### config.mk
export PLATFORM = sky130hd
export DESIGN_NAME = ocs_cmd_status
export DESIGN_NICKNAME = d
export VERILOG_FILES = /design/src/pkg/ocs_pkg.sv /design/src/hw/ocs_cmd_status.sv
export VERILOG_INCLUDE_DIRS = /design/src /design/src/pkg
export SDC_FILE = /design/constraint.sdc
export NUM_CORES = 1
export LEC_CHECK = 0
export ABC_AREA = 1
export BUFFER_PORTS_ARGS = -buffer_cell sky130_fd_sc_hd__buf_2
export CAP_MARGIN = 30
export CORE_MARGIN = 3
export CORE_UTILIZATION = 40
export CTS_CLUSTER_SIZE = 12
export DETAILED_ROUTE_END_ITERATION = 16
export GPL_ROUTABILITY_DRIVEN = 0
export PLACE_DENSITY = 0.86
export REMOVE_ABC_BUFFERS = 1
export SKIP_CTS_REPAIR_TIMING = 1
export SYNTH_ARGS = -nofsm -noshare
export SYNTH_HDL_FRONTEND = slang
export SYNTH_SLANG_ARGS = --single-unit
### constraint.sdc
create_clock -name core_clk -period 1.9 [get_ports core_clk]
set_input_delay 0.285 -clock core_clk [delete_from_list [all_inputs] [get_ports core_clk]]
set_output_delay 0.285 -clock core_clk [all_outputs]
set_load 0.1 [all_outputs]
### src/pkg/ocs_regs.svh
// offsets, field positions, reset values and timing counts of the block
`ifndef OCS_REGS_SVH
`define OCS_REGS_SVH
`define OCS_CMDSTAT_OFFSET   8'h08
`define OCS_CMDSTAT_RESET    32'h0000_0000
`define OCS_BIT_SWRST        0
`define OCS_BIT_CTRL_FILLED  1
`define OCS_BIT_BULK_FILLED  2
`define OCS_BIT_OWN_REQ      3
`define OCS_SOC_LO           16
`define OCS_SOC_HI           17
`define OCS_ISTAT_OVERRUN    0
`define OCS_ISTAT_OWN_CHG    30
`define OCS_FSTATE_SUSPEND   2'h3
`define OCS_CLK_MHZ          20
`define OCS_SWRST_US         10
`define OCS_SWRST_CYC        (`OCS_SWRST_US * `OCS_CLK_MHZ)
`endif

### src/pkg/ocs_pkg.sv
// types shared by the command and status block
package ocs_pkg;
    // register access request from the driver side
    typedef struct packed {
        logic        wr;
        logic        rd;
        logic [7:0]  addr;
        logic [31:0] wdata;
    } ocs_req_s;

    // list engine events toward this block
    typedef struct packed {
        logic bulk_head;
        logic bulk_td_found;
        logic ctrl_head;
        logic ctrl_td_found;
        logic sched_overrun;
        logic own_change_done;
    } ocs_evt_s;

    // software reset sequencer states
    typedef enum logic [1:0] {
        OCS_RST_IDLE = 2'b01,
        OCS_RST_BUSY = 2'b10
    } ocs_rst_e;
endpackage : ocs_pkg

### src/hw/ocs_cmd_status.sv
// command and status register with list flags, overrun count, soft reset
`timescale 1ns/10ps
`include "ocs_regs.svh"

// Summary of operation
// writes set bits written one, bits written zero stay unchanged
// reads return current value with no side effect
// overrun increments counter and raises overrun status event
// overrun counter at bits 17..16, resets zero, wraps at three
// counter increments even if overrun status already set
// ownership request bit 3 raises ownership change status bit 30
// ownership request clears after changeover, stays clear until rewritten
// software sets bulk filled flag when adding bulk descriptors
// bulk head: skip if flag zero, else start bulk and clear flag
// bulk descriptor found sets bulk flag again
// software sets control filled flag when adding control descriptors
// control head: skip if zero, else start control and clear flag
// control descriptor found sets control flag again
// software reset forces suspend state, keeps routing bit
// no host bus access starts during software reset
// software reset ends within 10 us and clears its bit
// software reset never resets root hub or drives port reset
// software writes reserved ranges with zero
// soft reset target is suspend code three, hardware reset differs
// ownership event raises management irq; reads zero without pin
// rewriting reset bit during reset only keeps it set
module ocs_cmd_status #(
    parameter bit SMI_PRESENT = 1'b1
) (
    // clock and reset
    input  wire logic            core_clk,
    input  wire logic            rst_n,
    // register access
    input  wire ocs_pkg::ocs_req_s req,
    output logic [31:0]          rdata_ff,
    // list engine events
    input  wire ocs_pkg::ocs_evt_s evt,
    output logic                 bulk_go_ff,
    output logic                 ctrl_go_ff,
    // interrupt status sets and management irq
    output logic                 istat_overrun_set_ff,
    output logic                 istat_own_set_ff,
    input  wire logic            own_chg_enabled,
    output logic                 smi_req_ff,
    // soft reset toward the controller core
    output logic                 sw_reset_active_ff,
    output logic                 force_state_ff,
    output logic [1:0]           force_state_val_ff,
    output logic                 bus_access_block_ff
);
    localparam logic [8:0] SWRST_CYC = 9'(`OCS_SWRST_CYC);

    logic        wr_hit;
    logic        own_req_ff;
    logic        bulk_flag_ff;
    logic        ctrl_flag_ff;
    logic        swrst_ff;
    logic [1:0]  soc_ff;
    logic [8:0]  rst_cnt_ff;
    logic [31:0] cur_val;
    logic        own_rise;
    logic        rst_go;
    ocs_pkg::ocs_rst_e rst_st_ff;
    ocs_pkg::ocs_rst_e nxt_rst_st;

    assign wr_hit = req.wr && (req.addr == `OCS_CMDSTAT_OFFSET);
    assign own_rise = wr_hit && req.wdata[`OCS_BIT_OWN_REQ] && !own_req_ff;
    // soft reset runs in the coming cycle
    assign rst_go = (nxt_rst_st == ocs_pkg::OCS_RST_BUSY);

    // current register image, reserved bits read zero
    always_comb
    begin
        cur_val = `OCS_CMDSTAT_RESET;
        cur_val[`OCS_SOC_HI:`OCS_SOC_LO] = soc_ff;
        cur_val[`OCS_BIT_OWN_REQ]        = own_req_ff;
        cur_val[`OCS_BIT_BULK_FILLED]    = bulk_flag_ff;
        cur_val[`OCS_BIT_CTRL_FILLED]    = ctrl_flag_ff;
        cur_val[`OCS_BIT_SWRST]          = swrst_ff;
    end

    // read data, no state changes on read
    always_ff @(posedge core_clk or negedge rst_n)
    begin
        if (!rst_n)
            rdata_ff <= 32'h0000_0000;
        else if (req.rd && req.addr == `OCS_CMDSTAT_OFFSET)
            rdata_ff <= cur_val;
        else
            rdata_ff <= 32'h0000_0000;
    end

    // ownership request: write sets, changeover clears, set wins
    always_ff @(posedge core_clk or negedge rst_n)
    begin
        if (!rst_n)
            own_req_ff <= 1'b0;
        else if (wr_hit && req.wdata[`OCS_BIT_OWN_REQ])
            own_req_ff <= 1'b1;
        else if (evt.own_change_done || rst_st_ff == ocs_pkg::OCS_RST_BUSY)
            own_req_ff <= 1'b0;
    end

    // ownership change status event and management irq
    always_ff @(posedge core_clk or negedge rst_n)
    begin
        if (!rst_n)
        begin
            istat_own_set_ff <= 1'b0;
            smi_req_ff       <= 1'b0;
        end
        else
        begin
            istat_own_set_ff <= own_rise && SMI_PRESENT;
            smi_req_ff <= own_rise && SMI_PRESENT && own_chg_enabled;
        end
    end

    // bulk filled flag: software or found descriptor set, head clears
    always_ff @(posedge core_clk or negedge rst_n)
    begin
        if (!rst_n)
            bulk_flag_ff <= 1'b0;
        else if ((wr_hit && req.wdata[`OCS_BIT_BULK_FILLED])
                 || evt.bulk_td_found)
            bulk_flag_ff <= 1'b1;
        else if (evt.bulk_head || rst_st_ff == ocs_pkg::OCS_RST_BUSY)
            bulk_flag_ff <= 1'b0;
    end

    // control filled flag, same scheme as bulk
    always_ff @(posedge core_clk or negedge rst_n)
    begin
        if (!rst_n)
            ctrl_flag_ff <= 1'b0;
        else if ((wr_hit && req.wdata[`OCS_BIT_CTRL_FILLED])
                 || evt.ctrl_td_found)
            ctrl_flag_ff <= 1'b1;
        else if (evt.ctrl_head || rst_st_ff == ocs_pkg::OCS_RST_BUSY)
            ctrl_flag_ff <= 1'b0;
    end

    // list start decisions at the list heads
    always_ff @(posedge core_clk or negedge rst_n)
    begin
        if (!rst_n)
        begin
            bulk_go_ff <= 1'b0;
            ctrl_go_ff <= 1'b0;
        end
        else
        begin
            bulk_go_ff <= evt.bulk_head && bulk_flag_ff;
            ctrl_go_ff <= evt.ctrl_head && ctrl_flag_ff;
        end
    end

    // overrun counter and status event, independent of status bit
    always_ff @(posedge core_clk or negedge rst_n)
    begin
        if (!rst_n)
        begin
            soc_ff               <= 2'h0;
            istat_overrun_set_ff <= 1'b0;
        end
        else
        begin
            if (evt.sched_overrun)
                soc_ff <= soc_ff + 2'h1;
            else if (rst_st_ff == ocs_pkg::OCS_RST_BUSY)
                soc_ff <= 2'h0;
            istat_overrun_set_ff <= evt.sched_overrun;
        end
    end

    // soft reset sequencer state
    always_comb
    begin
        nxt_rst_st = rst_st_ff;
        case (rst_st_ff)
            ocs_pkg::OCS_RST_IDLE:
                if (wr_hit && req.wdata[`OCS_BIT_SWRST])
                    nxt_rst_st = ocs_pkg::OCS_RST_BUSY;
            ocs_pkg::OCS_RST_BUSY:
                if (rst_cnt_ff == SWRST_CYC - 9'h001)
                    nxt_rst_st = ocs_pkg::OCS_RST_IDLE;
            default:
                nxt_rst_st = ocs_pkg::OCS_RST_IDLE;
        endcase
    end

    // sequencer, counter and reset bit; rewrite while busy is ignored
    always_ff @(posedge core_clk or negedge rst_n)
    begin
        if (!rst_n)
        begin
            rst_st_ff  <= ocs_pkg::OCS_RST_IDLE;
            rst_cnt_ff <= 9'h000;
            swrst_ff   <= 1'b0;
        end
        else
        begin
            rst_st_ff <= nxt_rst_st;
            if (rst_st_ff == ocs_pkg::OCS_RST_BUSY)
                rst_cnt_ff <= rst_cnt_ff + 9'h001;
            else
                rst_cnt_ff <= 9'h000;
            swrst_ff <= rst_go;
        end
    end

    // soft reset outputs; no root hub or port reset output exists
    always_ff @(posedge core_clk or negedge rst_n)
    begin
        if (!rst_n)
        begin
            sw_reset_active_ff  <= 1'b0;
            force_state_ff      <= 1'b0;
            force_state_val_ff  <= 2'h0;
            bus_access_block_ff <= 1'b0;
        end
        else
        begin
            sw_reset_active_ff  <= rst_go;
            force_state_ff      <= rst_go;
            force_state_val_ff  <= `OCS_FSTATE_SUSPEND;
            bus_access_block_ff <= rst_go;
        end
    end
endmodule : ocs_cmd_status

==> impl_metrics.tcl <==
set metrics [dict create \
    status "finished clean" \
    p_int_w 0.0008560 \
    clockRootBuffer "clkbuf_4" \
    diodes 0 \
    finalHoldViolCount 0 \
    core_um2 3390 \
    swShare 0.4095 \
    cts_sinks 29 \
    pwr-share-comb 0.293 \
    synth-main-ff-cell "dfrtp_1" \
    grt_pass1_vias 950 \
    ys_seq_area_frac 0.5052 \
    ys_top_cells_by_area "dfrtp_1, buf_4, inv_1" \
    worstSkewPairLatency_ps 330 \
    end_kind "flip-flop" \
    power.density_nw_per_um2 893.3 \
    antenna_found_initial 0 \
    ff2ff_setup_slack_ps 410 \
    ir_worst_vdd_mv 0.2875 \
    pre_cts_slack_ps 411.0 \
    startpoint_type "flip-flop" \
    rsz0062_at_grt "no" \
    setup_viol 0 \
    first_pass_iters 4 \
    die_height_um 65.98 \
    worst-path-max-fanout 13 \
    num_rows 21 \
    final_cells 251 \
    worstMarginPinSlew_ps 619.1 \
    synth_area_um2 1439 \
    synth_most_common_cell "buf_4" \
    die-area_um2 4353 \
    critPathKind "reg -> reg" \
    total_power_w 0.001450 \
    dp.cells 242 \
    p_clk_frac 0.243 \
    via_per_inst 4.219 \
    grt_overflow 0 \
    utilization 0.4788 \
    ys_ff_latch 29 \
    die_w_um 65.98 \
    hpwl_um 1899 \
    h-tree-depth 2 \
    route.detailed.wl_per_inst_um 9.657 \
    dr.first_iter.drc_count 22 \
    worst_slack_ps 414.8 \
    synth_cells 163 \
    start_util 0.4245 \
    pwr-share-seq 0.464 \
    drive_above_1_share 0.2537 \
    port_buffers 38 \
    vias 1059 \
    fmax_ghz 0.6733 \
    yosysTopAreaCell "dfrtp_1" \
    fin_hold_ws_ps 108.3 \
    cap_violations 0 \
    period_needed_ps 1485 \
    synth_common_cells "buf_4, dfrtp_1, inv_1, nor2_1, nand2_1" \
    grt_usage 0.1193 \
    async_flop_share 1.000 \
    synth_warnings 0 \
    drtAntennaViolNets 0 \
    clk_path_buf_depth 2 \
    tritoncts "yes" \
    numCtsBuffers 5 \
    synth_area_per_cell_um2 8.827 \
    synth_top_area_frac 0.4870 \
    grt_max_degree 30 \
    drc 0 \
    crit_arrival_ps 1700 \
    clkTransAtPathRegs_ps 90 \
    ys_types 19 \
    num_io_pins 93 \
    area_delta_synth_final_pct 12.78 \
    timing.final.crit_share 0.7817 \
    slew_viol_final 0 \
    hold_path.class "in -> reg" \
    grt_pass1_wl_um 3753 \
    netSwitchingPower_w 0.0005936 \
    num-fill-cells 312 \
    p_leak_nw 0.9277 \
    skew_ps 10.63 \
    routed_wl_um 2424 \
    synth_edf_count 0 \
    crit_required_ps 2120 \
    slew_headroom 0.5873 \
    final_nets 258 \
]
[cell type report]
cell class / count / area (µm²) / area share
clock buffer: 5 / 37.54 / 0.02313
clock inverter: 3 / 17.52 / 0.01079
inverter: 25 / 93.84 / 0.05783
multi-input combinational: 104 / 489.2 / 0.3015
sequential: 29 / 726.9 / 0.4480
tap: 46 / 57.56 / 0.03547
timing repair buffer: 39 / 200.2 / 0.1234
[registers in the layout, indices dropped and copies added (netlist names)]
name / flops
rdata_ff: 6
bus_access_block_ff: 1
rst_st_ff: 2
soc_ff: 2
ctrl_flag_ff: 1
istat_own_set_ff: 1
bulk_go_ff: 1
smi_req_ff: 1
bulk_flag_ff: 1
force_state_val_ff: 1
rst_cnt_ff: 9
ctrl_go_ff: 1
own_req_ff: 1
istat_overrun_set_ff: 1
[power groups by stage]
stage	Sequential, W	Combinational [W]	Clock [W]
after floorplan	0.000727	0.000312	0
after global placement	0.000681	0.000412	0
after detailed placement	0.000684	0.000425	0
after CTS	0.000672	0.000425	0.000375
after global routing	0.000675	0.000456	0.000394
final	0.000672	0.000425	0.000352
[kinds of logic after synthesis]
kind of cell,Yosys count,share of synthesized area
adder cells (fa/ha/maj),3,0.02609
AND/OR/NAND/NOR,60,0.1878
AO/OA/AOI/OAI,14,0.05565
buffers and inverters,55,0.2200
flip-flops,29,0.5052
other,2,0.005219
[stage by stage]
step	setup TNS, ps	area (µm²)
2_1_floorplan	-1929	1310
3_3_place_gp	0	1558
3_5_place_dp	0	1558
4_1_cts	0	1613
5_1_grt	0	1623
6_report	0	1623
[worst max-delay path, stage by stage, from the launching register on]
cell     delay, ps
dfstp_2        550
inv_1           60
ha_1           350
nand2_1        120
inv_1           50
nand2_1         60
nand2_1         50
nand3_1        100
nor2_1          50
[worst paths after layout]
kind	startpoint	endpoint	depth (start not counted)
max in group asynchronous	rst_n	bulk_flag_ff	2
max	rst_st_ff[0]	bus_access_block_ff	8
min	evt[1]	istat_overrun_set_ff	1
min in group asynchronous	rst_n	rdata_ff[3]	2
min reg2reg	own_req_ff	istat_own_set_ff	1
max reg2reg	rst_st_ff[0]	bus_access_block_ff	8
[routing by layer]
layer | vias to the layer above | share of wire | track usage
met5 | - | 0 | 0
met4 | 0 | 0.037 | 0.1066
met3 | 8 | 0.068 | 0.02551
met2 | 39 | 0.50 | 0.2178
met1 | 487 | 0.40 | 0.1085
li1 | 525 | - | -
[cells in the final DEF (no fill, tap or decap), drive strengths merged, types with 2 or more instances in the layout]
master	n
conb	27
clkbuf	5
inv	25
nor2	25
a21oi	5
nand3	11
buf	38
ha	3
nor3	2
o21ai	6
o311ai	2
clkinv	2
dfrtp	28
nand2	21
Note: power is estimated with default switching activity, not from simulation.
